File: config.mk
export PLATFORM = sky130hd
export DESIGN_NAME = adc_control_registers
export DESIGN_NICKNAME = d
export VERILOG_FILES = /design/src/adc_ctrl_pkg.sv /design/src/adc_control_registers.sv /design/src/conv_clk_div.sv /design/src/conv_sequencer.sv
export SDC_FILE = /design/constraint.sdc
export NUM_CORES = 1
export LEC_CHECK = 0
export ABC_AREA = 0
export BUFFER_PORTS_ARGS = -buffer_cell sky130_fd_sc_hd__clkbuf_2
export CORE_ASPECT_RATIO = 0.7
export CORE_MARGIN = 2
export CORE_UTILIZATION = 45
export DETAILED_ROUTE_END_ITERATION = 16
export PLACE_DENSITY = 0.83
export SKIP_CTS_REPAIR_TIMING = 1
export SLEW_MARGIN = 10
export SYNTH_ARGS = -nofsm -noshare
export SYNTH_HDL_FRONTEND = slang
export SYNTH_SLANG_ARGS = --single-unit
export TNS_END_PERCENT = 10
File: constraint.sdc
create_clock -name aclk -period 2.8 [get_ports aclk]
set_clock_uncertainty 0.15 [all_clocks]
set_input_delay 0.84 -clock aclk [delete_from_list [all_inputs] [get_ports aclk]]
set_output_delay 0.84 -clock aclk [all_outputs]
set_load 0.01 [all_outputs]
File: src/adc_ctrl_pkg.sv
// shared constants, field layouts and carrier types for the converter control
package adc_ctrl_pkg;

	// register byte offsets on the control bus
	localparam logic [7:0] OFS_CONV_CONTROL = 8'h00;
	localparam logic [7:0] OFS_CONV_SELECT  = 8'h04;
	localparam logic [7:0] OFS_REF_CONTROL  = 8'h08;
	localparam logic [7:0] OFS_PIN_ENABLE   = 8'h0C;
	localparam logic [7:0] OFS_RESULT_LOW   = 8'h10;
	localparam logic [7:0] OFS_RESULT_HIGH  = 8'h14;
	localparam logic [7:0] OFS_EVENT_FLAG   = 8'h18;

	// values after reset
	localparam logic [7:0]  RST_CONV_CONTROL = 8'h00;
	localparam logic [7:0]  RST_CONV_SELECT  = 8'h00;
	localparam logic [7:0]  RST_REF_CONTROL  = 8'h00;
	localparam logic [7:0]  RST_PIN_ENABLE   = 8'hFF;
	localparam logic [11:0] RST_RESULT       = 12'h000;

	// stored bits; the rest read as zero except the busy flag
	localparam logic [7:0] MASK_CONV_CONTROL = 8'hB7;
	localparam logic [7:0] MASK_CONV_SELECT  = 8'hE7;
	localparam logic [7:0] MASK_REF_CONTROL  = 8'hFF;

	// field positions
	localparam int unsigned BIT_START   = 7;
	localparam int unsigned BIT_BUSY    = 6;
	localparam int unsigned BIT_ENABLE  = 5;
	localparam int unsigned BIT_ALIGN   = 4;
	localparam int unsigned CHAN_LSB    = 0;
	localparam int unsigned SRC_LSB     = 5;
	localparam int unsigned DIV_LSB     = 0;
	localparam int unsigned BIT_AMP     = 7;
	localparam int unsigned BIT_BANDGAP = 6;
	localparam int unsigned BIT_REF_IN  = 5;
	localparam int unsigned BIT_REF_OUT = 4;
	localparam int unsigned REFSEL_LSB  = 0;
	localparam int unsigned BIT_DONE    = 0;

	// reference source code ranges
	localparam logic [3:0] REF_PIN_LO = 4'h1;
	localparam logic [3:0] REF_PIN_HI = 4'h4;
	localparam logic [3:0] REF_BG_LO  = 4'hA;
	localparam logic [3:0] REF_BG_HI  = 4'hC;

	// conversion phases in converter clock cycles
	localparam logic [3:0] SAMPLE_CYCLES  = 4'h4;
	localparam logic [3:0] CONVERT_CYCLES = 4'hC;

	localparam logic [1:0] RESP_OKAY   = 2'h0;
	localparam logic [1:0] RESP_SLVERR = 2'h2;

	typedef enum logic [1:0] {SEQ_IDLE, SEQ_SAMPLE, SEQ_CONVERT} seq_state_e;

	// controls toward the analog core and multiplexers
	typedef struct packed {
		logic       power;
		logic       clk_en;
		logic       sampling;
		logic       converting;
		logic       ext_connect;
		logic [2:0] ext_chan;
		logic [2:0] int_sel;
		logic       amp_on;
		logic       bandgap_on;
		logic [3:0] ref_sel;
		logic       ref_supply;
		logic       ref_pin;
		logic       ref_bandgap;
		logic       ref_in_pin;
		logic       ref_out_pin;
	} core_ctl_s;

	// controls toward the shared analog input pins
	typedef struct packed {
		logic [7:0] analog_sel;
		logic [7:0] pullup_on;
		logic [7:0] out_en;
	} pin_ctl_s;

endpackage

File: src/adc_control_registers.sv
// converter control registers with an AXI4-Lite slave and pin/core steering
// Functional notes
// - a conversion starts when software writes start high, then low
// - read-only busy flag is 1 from start until the conversion ends
// - converter enable powers the converter; 0 switches it off
// - while disabled both result bytes keep their previous contents
// - align 0: high byte bits 11..4; align 1: high byte bits 11..8
// - unused result bit positions read as zero in either alignment
// - unimplemented control bits always read as zero
// - 3-bit channel field picks one of eight external inputs
// - source codes 000/100 external, others supply or reference ratios
// - an internal source disconnects the external channel input
// - converter clock is system clock divided by two to the field
// - amplifier enable makes the internal reference usable
// - bandgap stays on while its enable or voltage monitors are on
// - two bits give the reference pins their reference function
// - reference field picks supply, pin times 1..4 or bandgap 2..4
// - a bandgap reference disconnects supply and pin reference paths
// - analog pin enable drops digital function and pull-up
// - analog pin enable overrides the port direction setting
// - conversion takes 4 sampling plus 12 converting clocks
// - completion sets the conversion request flag and pulses out
`timescale 1ns/1ps
module adc_control_registers (
	input  wire logic                    aclk,
	input  wire logic                    aresetn,
	input  wire logic [31:0]             s_axi_awaddr,
	input  wire logic                    s_axi_awvalid,
	output logic                         s_axi_awready,
	input  wire logic [31:0]             s_axi_wdata,
	input  wire logic [3:0]              s_axi_wstrb,
	input  wire logic                    s_axi_wvalid,
	output logic                         s_axi_wready,
	output logic [1:0]                   s_axi_bresp,
	output logic                         s_axi_bvalid,
	input  wire logic                    s_axi_bready,
	input  wire logic [31:0]             s_axi_araddr,
	input  wire logic                    s_axi_arvalid,
	output logic                         s_axi_arready,
	output logic [31:0]                  s_axi_rdata,
	output logic [1:0]                   s_axi_rresp,
	output logic                         s_axi_rvalid,
	input  wire logic                    s_axi_rready,
	input  wire logic [11:0]             core_result,
	input  wire logic                    lvd_on,
	input  wire logic                    lvr_on,
	input  wire logic [7:0]              pullup_req,
	input  wire logic [7:0]              port_out_req,
	output adc_ctrl_pkg::core_ctl_s      core_ctl,
	output adc_ctrl_pkg::pin_ctl_s       pin_ctl,
	output logic                         conv_done_irq
);
	import adc_ctrl_pkg::*;

	typedef struct packed {
		logic [7:0]  conv_control;
		logic [7:0]  conv_select;
		logic [7:0]  ref_control;
		logic [7:0]  pin_enable;
		logic [11:0] result;
		logic        busy;
		logic        go;
		logic        done_flag;
		logic        irq;
		logic        aw_got;
		logic        w_got;
		logic [7:0]  awaddr;
		logic [7:0]  wdata;
		logic        wlane0;
		logic        awready;
		logic        wready;
		logic        bvalid;
		logic [1:0]  bresp;
		logic        arready;
		logic        rvalid;
		logic [31:0] rdata;
		logic [1:0]  rresp;
		core_ctl_s   core;
		pin_ctl_s    pins;
	} state_s;

	state_s q;
	state_s d;

	logic seq_busy;
	logic seq_sampling;
	logic seq_converting;
	logic seq_done;
	logic conv_tick;

	conv_clk_div u_div (
		.aclk    (aclk),
		.aresetn (aresetn),
		.run     (q.busy),
		.div_sel (q.conv_select[DIV_LSB +: 3]),
		.tick    (conv_tick)
	);

	conv_sequencer u_seq (
		.aclk       (aclk),
		.aresetn    (aresetn),
		.go         (q.go),
		.enable     (q.conv_control[BIT_ENABLE]),
		.tick       (conv_tick),
		.busy       (seq_busy),
		.sampling   (seq_sampling),
		.converting (seq_converting),
		.done       (seq_done)
	);

	// high byte in [15:8], low byte in [7:0]
	function automatic logic [15:0] place_result(
		input logic [11:0] res,
		input logic        right
	);
		logic [15:0] v;
		if (right)
			v = {4'h0, res};
		else
			v = {res, 4'h0};
		return v;
	endfunction

	function automatic logic in_range(
		input logic [3:0] code,
		input logic [3:0] lo,
		input logic [3:0] hi
	);
		return (code >= lo) && (code <= hi);
	endfunction

	logic [7:0]  wr_byte;
	logic        wr_fire;
	logic [15:0] placed;
	logic [7:0]  rd_byte;
	logic        rd_ok;
	logic [2:0]  src;
	logic [3:0]  rsel;
	wire  [7:0]  pin_sel;
	wire  [7:0]  pin_pull;
	wire  [7:0]  pin_drive;

	// per-pin steering works from the stored enable: a pin changes
	// function one cycle after the write lands, traded for keeping the
	// bus write path out of the pin logic
	for (genvar p = 0; p < 8; p++) begin : g_pin
		assign pin_sel[p] = q.pin_enable[p];
		assign pin_pull[p] = pullup_req[p] & ~q.pin_enable[p];
		assign pin_drive[p] = port_out_req[p] & ~q.pin_enable[p];
	end

	// read decode of the current register contents
	always_comb begin
		placed = place_result(q.result, q.conv_control[BIT_ALIGN]);
		rd_byte = 8'h00;
		rd_ok = 1'b1;
		case (s_axi_araddr[7:0])
			OFS_CONV_CONTROL: begin
				rd_byte = q.conv_control & MASK_CONV_CONTROL;
				rd_byte[BIT_BUSY] = q.busy;
			end
			OFS_CONV_SELECT:
				rd_byte = q.conv_select & MASK_CONV_SELECT;
			OFS_REF_CONTROL:
				rd_byte = q.ref_control & MASK_REF_CONTROL;
			OFS_PIN_ENABLE:
				rd_byte = q.pin_enable;
			OFS_RESULT_LOW:
				rd_byte = placed[7:0];
			OFS_RESULT_HIGH:
				rd_byte = placed[15:8];
			OFS_EVENT_FLAG:
				rd_byte[BIT_DONE] = q.done_flag;
			default:
				rd_ok = 1'b0;
		endcase
	end

	always_comb begin
		d = q;
		d.go = 1'b0;
		d.irq = 1'b0;
		wr_byte = 8'h00;
		wr_fire = 1'b0;

		// write address and data may arrive in either order
		if (s_axi_awvalid && q.awready) begin
			d.aw_got = 1'b1;
			d.awaddr = s_axi_awaddr[7:0];
		end
		if (s_axi_wvalid && q.wready) begin
			d.w_got = 1'b1;
			d.wdata = s_axi_wdata[7:0];
			d.wlane0 = s_axi_wstrb[0];
		end
		if (q.bvalid && s_axi_bready)
			d.bvalid = 1'b0;

		if (d.aw_got && d.w_got && !q.bvalid) begin
			wr_fire = d.wlane0;
			wr_byte = d.wdata;
			d.aw_got = 1'b0;
			d.w_got = 1'b0;
			d.bvalid = 1'b1;
			d.bresp = RESP_OKAY;
			case (d.awaddr)
				OFS_CONV_CONTROL: begin
					if (wr_fire) begin
						d.conv_control = wr_byte & MASK_CONV_CONTROL;
						// only a falling start bit launches a conversion
						if (q.conv_control[BIT_START] &&
						    !wr_byte[BIT_START] &&
						    wr_byte[BIT_ENABLE] && !q.busy) begin
							d.go = 1'b1;
							d.busy = 1'b1;
						end
					end
				end
				OFS_CONV_SELECT:
					if (wr_fire)
						d.conv_select = wr_byte & MASK_CONV_SELECT;
				OFS_REF_CONTROL:
					if (wr_fire)
						d.ref_control = wr_byte & MASK_REF_CONTROL;
				OFS_PIN_ENABLE:
					if (wr_fire)
						d.pin_enable = wr_byte;
				OFS_EVENT_FLAG:
					if (wr_fire && wr_byte[BIT_DONE])
						d.done_flag = 1'b0;
				OFS_RESULT_LOW, OFS_RESULT_HIGH: ;
				default:
					d.bresp = RESP_SLVERR;
			endcase
		end

		// completion: result lands in the same cycle busy drops
		if (seq_done && q.busy && q.conv_control[BIT_ENABLE]) begin
			d.result = core_result;
			d.busy = 1'b0;
			d.done_flag = 1'b1;
			d.irq = 1'b1;
		end
		// disabled converter drops busy and never touches the result
		if (!d.conv_control[BIT_ENABLE]) begin
			d.busy = 1'b0;
			d.go = 1'b0;
		end

		// read channel, one outstanding read
		if (q.rvalid && s_axi_rready)
			d.rvalid = 1'b0;
		if (s_axi_arvalid && q.arready) begin
			d.rvalid = 1'b1;
			d.rdata = {24'h000000, rd_byte};
			d.rresp = rd_ok ? RESP_OKAY : RESP_SLVERR;
		end
		d.arready = !d.rvalid;
		d.awready = !d.aw_got && !d.bvalid;
		d.wready = !d.w_got && !d.bvalid;

		// analog core steering
		src = d.conv_select[SRC_LSB +: 3];
		rsel = d.ref_control[REFSEL_LSB +: 4];
		d.core.power = d.conv_control[BIT_ENABLE];
		d.core.clk_en = conv_tick;
		d.core.sampling = seq_sampling;
		d.core.converting = seq_converting;
		d.core.ext_chan = d.conv_control[CHAN_LSB +: 3];
		d.core.int_sel = src;
		// codes 000 and 100 alone reach the external multiplexer
		d.core.ext_connect = d.conv_control[BIT_ENABLE] &&
		                     (src[1:0] == 2'h0);
		d.core.amp_on = d.ref_control[BIT_AMP];
		// monitors share the bandgap, so it cannot drop under them
		d.core.bandgap_on = d.ref_control[BIT_BANDGAP] ||
		                    lvd_on || lvr_on;
		d.core.ref_sel = rsel;
		d.core.ref_bandgap = in_range(rsel, REF_BG_LO, REF_BG_HI);
		d.core.ref_pin = in_range(rsel, REF_PIN_LO, REF_PIN_HI);
		// reserved and unlisted codes fall back to the supply
		d.core.ref_supply = !d.core.ref_bandgap &&
		                    !d.core.ref_pin;
		d.core.ref_in_pin = d.ref_control[BIT_REF_IN];
		d.core.ref_out_pin = d.ref_control[BIT_REF_OUT];

		// shared pin steering
		d.pins.analog_sel = pin_sel;
		d.pins.pullup_on = pin_pull;
		d.pins.out_en = pin_drive;
	end

	always_ff @(posedge aclk) begin
		if (!aresetn) begin
			q <= '0;
			q.conv_control <= RST_CONV_CONTROL;
			q.conv_select <= RST_CONV_SELECT;
			q.ref_control <= RST_REF_CONTROL;
			q.pin_enable <= RST_PIN_ENABLE;
			q.result <= RST_RESULT;
			q.core.ref_supply <= 1'b1;
		end else begin
			q <= d;
		end
	end

	assign s_axi_awready = q.awready;
	assign s_axi_wready = q.wready;
	assign s_axi_bresp = q.bresp;
	assign s_axi_bvalid = q.bvalid;
	assign s_axi_arready = q.arready;
	assign s_axi_rdata = q.rdata;
	assign s_axi_rresp = q.rresp;
	assign s_axi_rvalid = q.rvalid;
	assign core_ctl = q.core;
	assign pin_ctl = q.pins;
	assign conv_done_irq = q.irq;
endmodule

File: src/conv_clk_div.sv
// converter clock enable: one pulse every two-to-the-select system clocks
`timescale 1ns/1ps
module conv_clk_div (
	input  wire logic       aclk,
	input  wire logic       aresetn,
	input  wire logic       run,
	input  wire logic [2:0] div_sel,
	output logic            tick
);
	import adc_ctrl_pkg::*;

	typedef struct packed {
		logic [6:0] cnt;
		logic       tick;
	} div_state_s;

	div_state_s q;
	div_state_s d;
	logic [6:0] mask;

	always_comb begin
		mask = 7'((8'h01 << div_sel) - 8'h01);
		d = q;
		// restarting on run keeps every conversion the same length
		if (!run) begin
			d.cnt = 7'h00;
			d.tick = 1'b0;
		end else begin
			d.cnt = q.cnt + 7'h01;
			d.tick = (q.cnt & mask) == mask;
		end
	end

	always_ff @(posedge aclk) begin
		if (!aresetn)
			q <= '0;
		else
			q <= d;
	end

	assign tick = q.tick;
endmodule

File: src/conv_sequencer.sv
// sample and convert phase counter driven by the converter clock enable
`timescale 1ns/1ps
module conv_sequencer (
	input  wire logic aclk,
	input  wire logic aresetn,
	input  wire logic go,
	input  wire logic enable,
	input  wire logic tick,
	output logic      busy,
	output logic      sampling,
	output logic      converting,
	output logic      done
);
	import adc_ctrl_pkg::*;

	typedef struct packed {
		seq_state_e st;
		logic [3:0] cnt;
		logic       done;
	} seq_q_s;

	seq_q_s q;
	seq_q_s d;

	always_comb begin
		d = q;
		d.done = 1'b0;
		case (q.st)
			SEQ_IDLE: begin
				if (go && enable) begin
					d.st = SEQ_SAMPLE;
					d.cnt = 4'h0;
				end
			end
			SEQ_SAMPLE: begin
				if (tick) begin
					d.cnt = q.cnt + 4'h1;
					if (q.cnt == SAMPLE_CYCLES - 4'h1) begin
						d.st = SEQ_CONVERT;
						d.cnt = 4'h0;
					end
				end
			end
			SEQ_CONVERT: begin
				if (tick) begin
					d.cnt = q.cnt + 4'h1;
					if (q.cnt == CONVERT_CYCLES - 4'h1) begin
						d.st = SEQ_IDLE;
						d.done = 1'b1;
					end
				end
			end
			default: d.st = SEQ_IDLE;
		endcase
		// power-down abandons the conversion without a result
		if (!enable) begin
			d.st = SEQ_IDLE;
			d.done = 1'b0;
		end
	end

	always_ff @(posedge aclk) begin
		if (!aresetn)
			q <= '{st: SEQ_IDLE, cnt: 4'h0, done: 1'b0};
		else
			q <= d;
	end

	assign busy = q.st != SEQ_IDLE;
	assign sampling = q.st == SEQ_SAMPLE;
	assign converting = q.st == SEQ_CONVERT;
	assign done = q.done;
endmodule

# --- Word level (Yosys, flattened, before mapping) ---
# Index checks and enable logic that the tools add are counted.
word_totals:
  inputBits: 137
  latch_bits: 0
  ramBits: 0
  output_inout_bits: 88
  reg_bits: 138
  mem_count: 0
  romBits: 0
classes:
  div_mod_pow: 0
  add_sub_neg: 3
  n_reduce_logical: 53
  shift: 1
  n_mux: 37
  bitwise: 27
  magnitude_cmp: 4
  mul: 0
  n_eq_ne: 22
ops:
  columns: ["op", "n"]
  rows:
  - ["two-way mux 8 bit", 7]
  - ["equality test 8 x 5 -> 1 bit (second input constant)", 6]
  - ["case mux 7 bit (6 select lines)", 1]
  - ["two-way mux 35 bit", 1]
  - ["equality test 8 x 4 -> 1 bit (second input constant)", 4]
  - ["two-way mux 30 bit", 1]
  - ["two-way mux 6 bit", 5]
  - ["logical AND 1 bit", 20]
  - ["bitwise AND 1 bit", 16]
  - ["equality test 8 x 3 -> 1 bit (second input constant)", 2]
  - ["logical NOT 8 bit", 2]
  - ["two-way mux 16 bit", 1]
  - ["OR reduction 7 bit", 2]
  - ["two-way mux 2 bit", 6]
  - ["case mux 4 bit (3 select lines)", 1]
  - ["AND reduction 3 bit", 4]
  - ["AND reduction 4 bit", 3]
  - ["inequality test 2 x 1 -> 1 bit (second input constant)", 5]
  - ["inverter 1 bit", 10]
  - ["AND reduction 5 bit", 2]
  - ["logical NOT 1 bit", 9]
  - ["two-way mux 1 bit", 9]
  - ["two-way mux 9 bit", 1]
  - ["adder 7 x 1 -> 7 bit (second input constant)", 1]
  - ["other kinds (23)", 28]

# --- Longest topological paths before layout ---
logic_depth:
  ltp_word: 9
  mapped_depth: 9

# --- Cells and area by module ---
# Synthesis repeated with hierarchy kept, for this count alone.
unflattened:
  cells_unflattened: 633
  hier_area_um2: 5853.1
modules_own_cells:
  columns: ["module", "area_per_inst_um2", "cells_per_inst", "n_inst"]
  rows:
  - ["adc_control_registers", 5068.6, 549, 1]
  - ["conv_sequencer", 446.7, 47, 1]
  - ["conv_clk_div", 337.8, 37, 1]

# --- Worst setup path after synthesis ---
# Ideal clock, no wire load.
synth_timing:
  kind: "input to register"
  start: "input s_axi_awvalid"
  end: "register q, in the netlist core_ctl[9]"
  required_time_ps: 2530
  stages: 7
  arrival_ps: 2437
  slack_ps: 94
  path_cell_list: "a211oi_1 > a21oi_4 > nor3_2 > and2_1 > buf_4 > mux2_1 > o31a_1"
synth_between:
  elab_chain_cells: 7
  elab_cells_between_ends: 10
synth_lines:
  columns: ["item", "line_no", "text"]
  rows:
  - ["start: declaration", "adc_control_registers.sv:28", "input wire logic s_axi_awvalid,"]
  - ["logical AND 1 bit *", "adc_control_registers.sv:187", "if (s_axi_awvalid && q.awready) begin"]
  - ["two-way mux 8 bit or two-way mux 1 bit (tied branches)", "adc_control_registers.sv:187", null]
  - ["equality test 8 x 4 -> 1 bit or logical AND 1 bit (tied branches)", "adc_control_registers.sv:206, adc_control_registers.sv:199", null]
  - ["two-way mux 8 bit or logical AND 1 bit (tied branches)", "adc_control_registers.sv:206, adc_control_registers.sv:199", null]
  - ["two-way mux 30 bit *", "adc_control_registers.sv:199", "if (d.aw_got && d.w_got && !q.bvalid) begin"]
  - ["logical OR 1 bit *", "adc_control_registers.sv:276", "d.core.bandgap_on = d.ref_control[BIT_BANDGAP] ||"]
  - ["logical OR 1 bit *", "adc_control_registers.sv:277", "lvd_on || lvr_on;"]
  - ["end: declaration", "adc_control_registers.sv:82", "state_s q;"]
# Mark *: on every way between the ends. The rest lies on a longest branch, timed or not.
# A chain may end at the register's enable or synchronous reset.

# --- Worst setup path after layout ---
# Ends and elaborated chain as after synthesis.

==> impl_metrics.toml <==
[setup_path]
rr_worst_depth = 7
worstPathArrival_ns = 2.52
cp.depth = 7
cp.required_ns = 2.95
slowest_stage = "mux2_1"
critPathTopFamily = "compound AO/OA/AOI/OAI gates"
r2r-start = "s_axi_awready"
crit_type = "input port to flip-flop"
rr_endpoint = "core_ctl[2]"
cp_max_fo = 7
r2r_slack_ns = 0.53
crit_path_cell_trace = "clkbuf_2, a211oi_1, o22ai_2, nor3_2, and2_1, mux2_1, o31a_1"
start_kind = "input port"
timing.critical_path.buf_inv = 1
critPathMaxStageDelay_ns = 0.38
cp-end-kind = "flip-flop"

[synthesis]
synth_compound_area_frac = 0.1448
synthTopCellsByArea = "dfxtp_1 42%, buf_4 11%, a21oi_1 4.9%, nand2_1 4.6%, nor2_1 3.2%"
synthArstFlopShare = 0
synth_xor_xnor_area_share = 0.01039
ys_warn_count = 0
synth_seq_area_share = 0.4241
synth_fa_ha_area_frac = 0.01484
synth_edf_count = 0
synth_cells = 660
yosysTopAreaCell = "dfxtp_1"
synth_cell_types = 70
synthSimpleGateAreaFrac = 0.2031
syn-cell-area_sq_mm = 0.005901
synth_top_family_by_area = "simple AND/OR/NAND/NOR gates"
synth_top_area_share = 0.4241
synth_mux_area_frac = 0.06891
synth_seq_cells = 125
postSynthAreaPerCell_sq_um = 8.940
synth_flop_cell = "dfxtp_1"

[cells_and_area]
antenna_cells = 0
areaGrowthSynthToFinish_pct = 16.35
fill_cells = 1120
drive_gt1_frac = 0.2882
area.sequential_sq_mm = 0.002502
final_nets = 886
multi_input_area_sq_mm = 0.002706
final_cells = 915

[global_routing]
grt_pass1_vias = 4351
grt_max_degree = 34
overflow = 0
antenna_found_initial = 0
track_usage = 0.1994
grt_first_pass_wirelength_microns = 22220

[die]
core.rowCount = 34
die_y_microns = 99.81
core-area_sq_mm = 0.01259
start_util = 0.4686
boundaryPins = 225
dieArea_sq_mm = 0.01406
die_w_microns = 140.9

[drt]
vias_per_cell = 5.263
firstDrtPassIters = 4
drt-initial-drc-count = 360
wl_per_cell_microns = 15.35
drc = 0
totalWireLength_microns = 14050
drt.antenna.violating_nets = 0
vias = 4816

[sta]
tightest_slew_ns = 0.6072
timing_hold_violations_final = 0
rsz0062_at_grt = "no"
setup_violations = 0
fmaxAchievable_mhz = 422.6
timing.final.crit_period_ns = 2.366
slew_violations = 0
finalCritPeriodShare = 0.8451
slew_headroom = 0.5946
fin_setup_tns_ns = 0

[clock_tree]
clk_path_buf_depth = 2
numCtsBuffers = 17
cts.htree.levels = 4
cts_tree = "yes"
cts.sinks = 125
path_clk_slew_ns = 0.05
worstSkewPairLatency_ns = 0.41
root_buffer = "clkbuf_16"

[flow_run]
drv_cap = 0

[placed_design]
io_buffers = 123
place_hpwl_microns = 10240
placed_cells = 885
gp_congestion = 0.8352

[worst_hold_path]
hold_path.class = "flip-flop to flip-flop"
whs_endpoint = "s_axi_awready"
hold_start = "q[105]"
hold_depth = 1

[outcome]
outcome = "completed"

[power]
p_per_area_mw_per_mm2 = 639.0
vdd_drop_max_mv = 0.4452
p_leak_nw = 2.925
[routing by layer]
| metal | global-route usage | part of all wire | up-vias |
|---|---|---|---|
| met5 | 0 | 0 | - |
| met4 | 0.06769 | 0.016 | 0 |
| met3 | 0.05153 | 0.070 | 23 |
| met2 | 0.2991 | 0.43 | 180 |
| met1 | 0.2812 | 0.48 | 2245 |
| li1 | - | - | 2368 |
[registers in the layout, summed over array words and instances, names as in the netlist]
name and count:
conv_done_irq 1, core_ctl 8, pin_ctl 24, pin_sel 8, q 54, s_axi_arready 1, s_axi_awready 1, s_axi_bresp 1
s_axi_bvalid 1, s_axi_rdata 8, s_axi_rresp 1, s_axi_rvalid 1, s_axi_wready 1, u_div.q 7, u_div.tick 1, u_seq.done 1
u_seq.q 6
[report_power, final]
part / internal (mW) / switching, mW
clock network: 1.39 / 0.788
registers: 1.82 / 0.0240
logic: 0.155 / 0.215
total: 3.36 / 1.03
[through the flow]
| stage | total power, mW | utilization | hold WS, ns | cell area, sq um | setup WS, ns |
|---|---|---|---|---|---|
| floorplan | 2.147 | - | 0.2708 | 5995 | 0.09356 |
| global placement | 2.241 | 0.4993 | 0.2856 | 6287 | 0.01222 |
| detailed placement | 2.246 | 0.4993 | 0.2870 | 6287 | -0.006286 |
| CTS | 4.408 | 0.5452 | 0.3052 | 6865 | 0.4271 |
| global route | 4.542 | 0.5452 | 0.3129 | 6865 | 0.3082 |
| finish | 4.387 | 0.5452 | 0.3082 | 6865 | 0.4337 |
[cells by family after synthesis]
kind of cell | Yosys count
simple gates | 233
compound gates | 132
flops | 125
buf+inv | 121
mux | 34
fa+ha+maj | 7
xor+xnor | 7
other cells | 1
[cell usage after synthesis (all sizes together), types with 2 or more instances]
master,count
a211oi,11
and4bb,2
o31ai,2
nor2b,4
nor3,17
a21oi,59
xnor2,4
nor3b,19
dfxtp,125
inv,6
a22o,2
mux2i,19
and3,7
o211a,2
nand2,74
a311oi,5
xor2,3
o22ai,2
o21a,2
nor4b,2
buf,96
nor2,52
ha,7
o211ai,9
mux4,2
a22oi,2
nand3b,4
mux2,13
a31oi,5
or3,4
clkbuf,19
nand3,20
o21ai,20
and2,19
nor4,2
[placed cells by master, fill, tap and decap left out, types with 3 or more instances in the layout]
cell	n
a21oi_1	58
inv_1	5
nor3b_1	18
a211oi_2	5
a311oi_1	5
xnor2_1	4
clkinvlp_4	3
nor2b_1	4
conb_1	26
clkbuf_16	17
buf_4	29
and3_1	7
nor2_1	51
a211oi_1	6
or3_1	4
nor3_1	15
and2_1	18
xor2_1	3
nand2_1	72
bufinv_16	3
nand3b_1	4
a31oi_1	5
mux2i_1	17
clkbuf_2	123
o211ai_1	9
nand3_1	20
clkinv_2	3
dfxtp_1	125
mux2_2	12
ha_1	7
o21ai_0	20
[how the worst max path moves through the flow]
stage | slack (ns) | startpoint | end
after floorplan | 0.09 | s_axi_awvalid | core_ctl[9]
after global placement | 0.01 | s_axi_awvalid | core_ctl[9]
after detailed placement | -0.006 | s_axi_awvalid | core_ctl[9]
after CTS | 0.43 | s_axi_awvalid | core_ctl[9]
after global routing | 0.31 | s_axi_awvalid | q[133]
final | 0.43 | s_axi_awvalid | core_ctl[9]
[layout make-up]
type | count | area share
multi-input combinational | 439 | 0.3942
sequential | 125 | 0.3645
timing repair buffer | 153 | 0.1243
clock buffer | 19 | 0.06306
tap | 162 | 0.02952
clock inverter | 11 | 0.02114
inverter | 6 | 0.003280
Power figures use the tool's default switching activity.
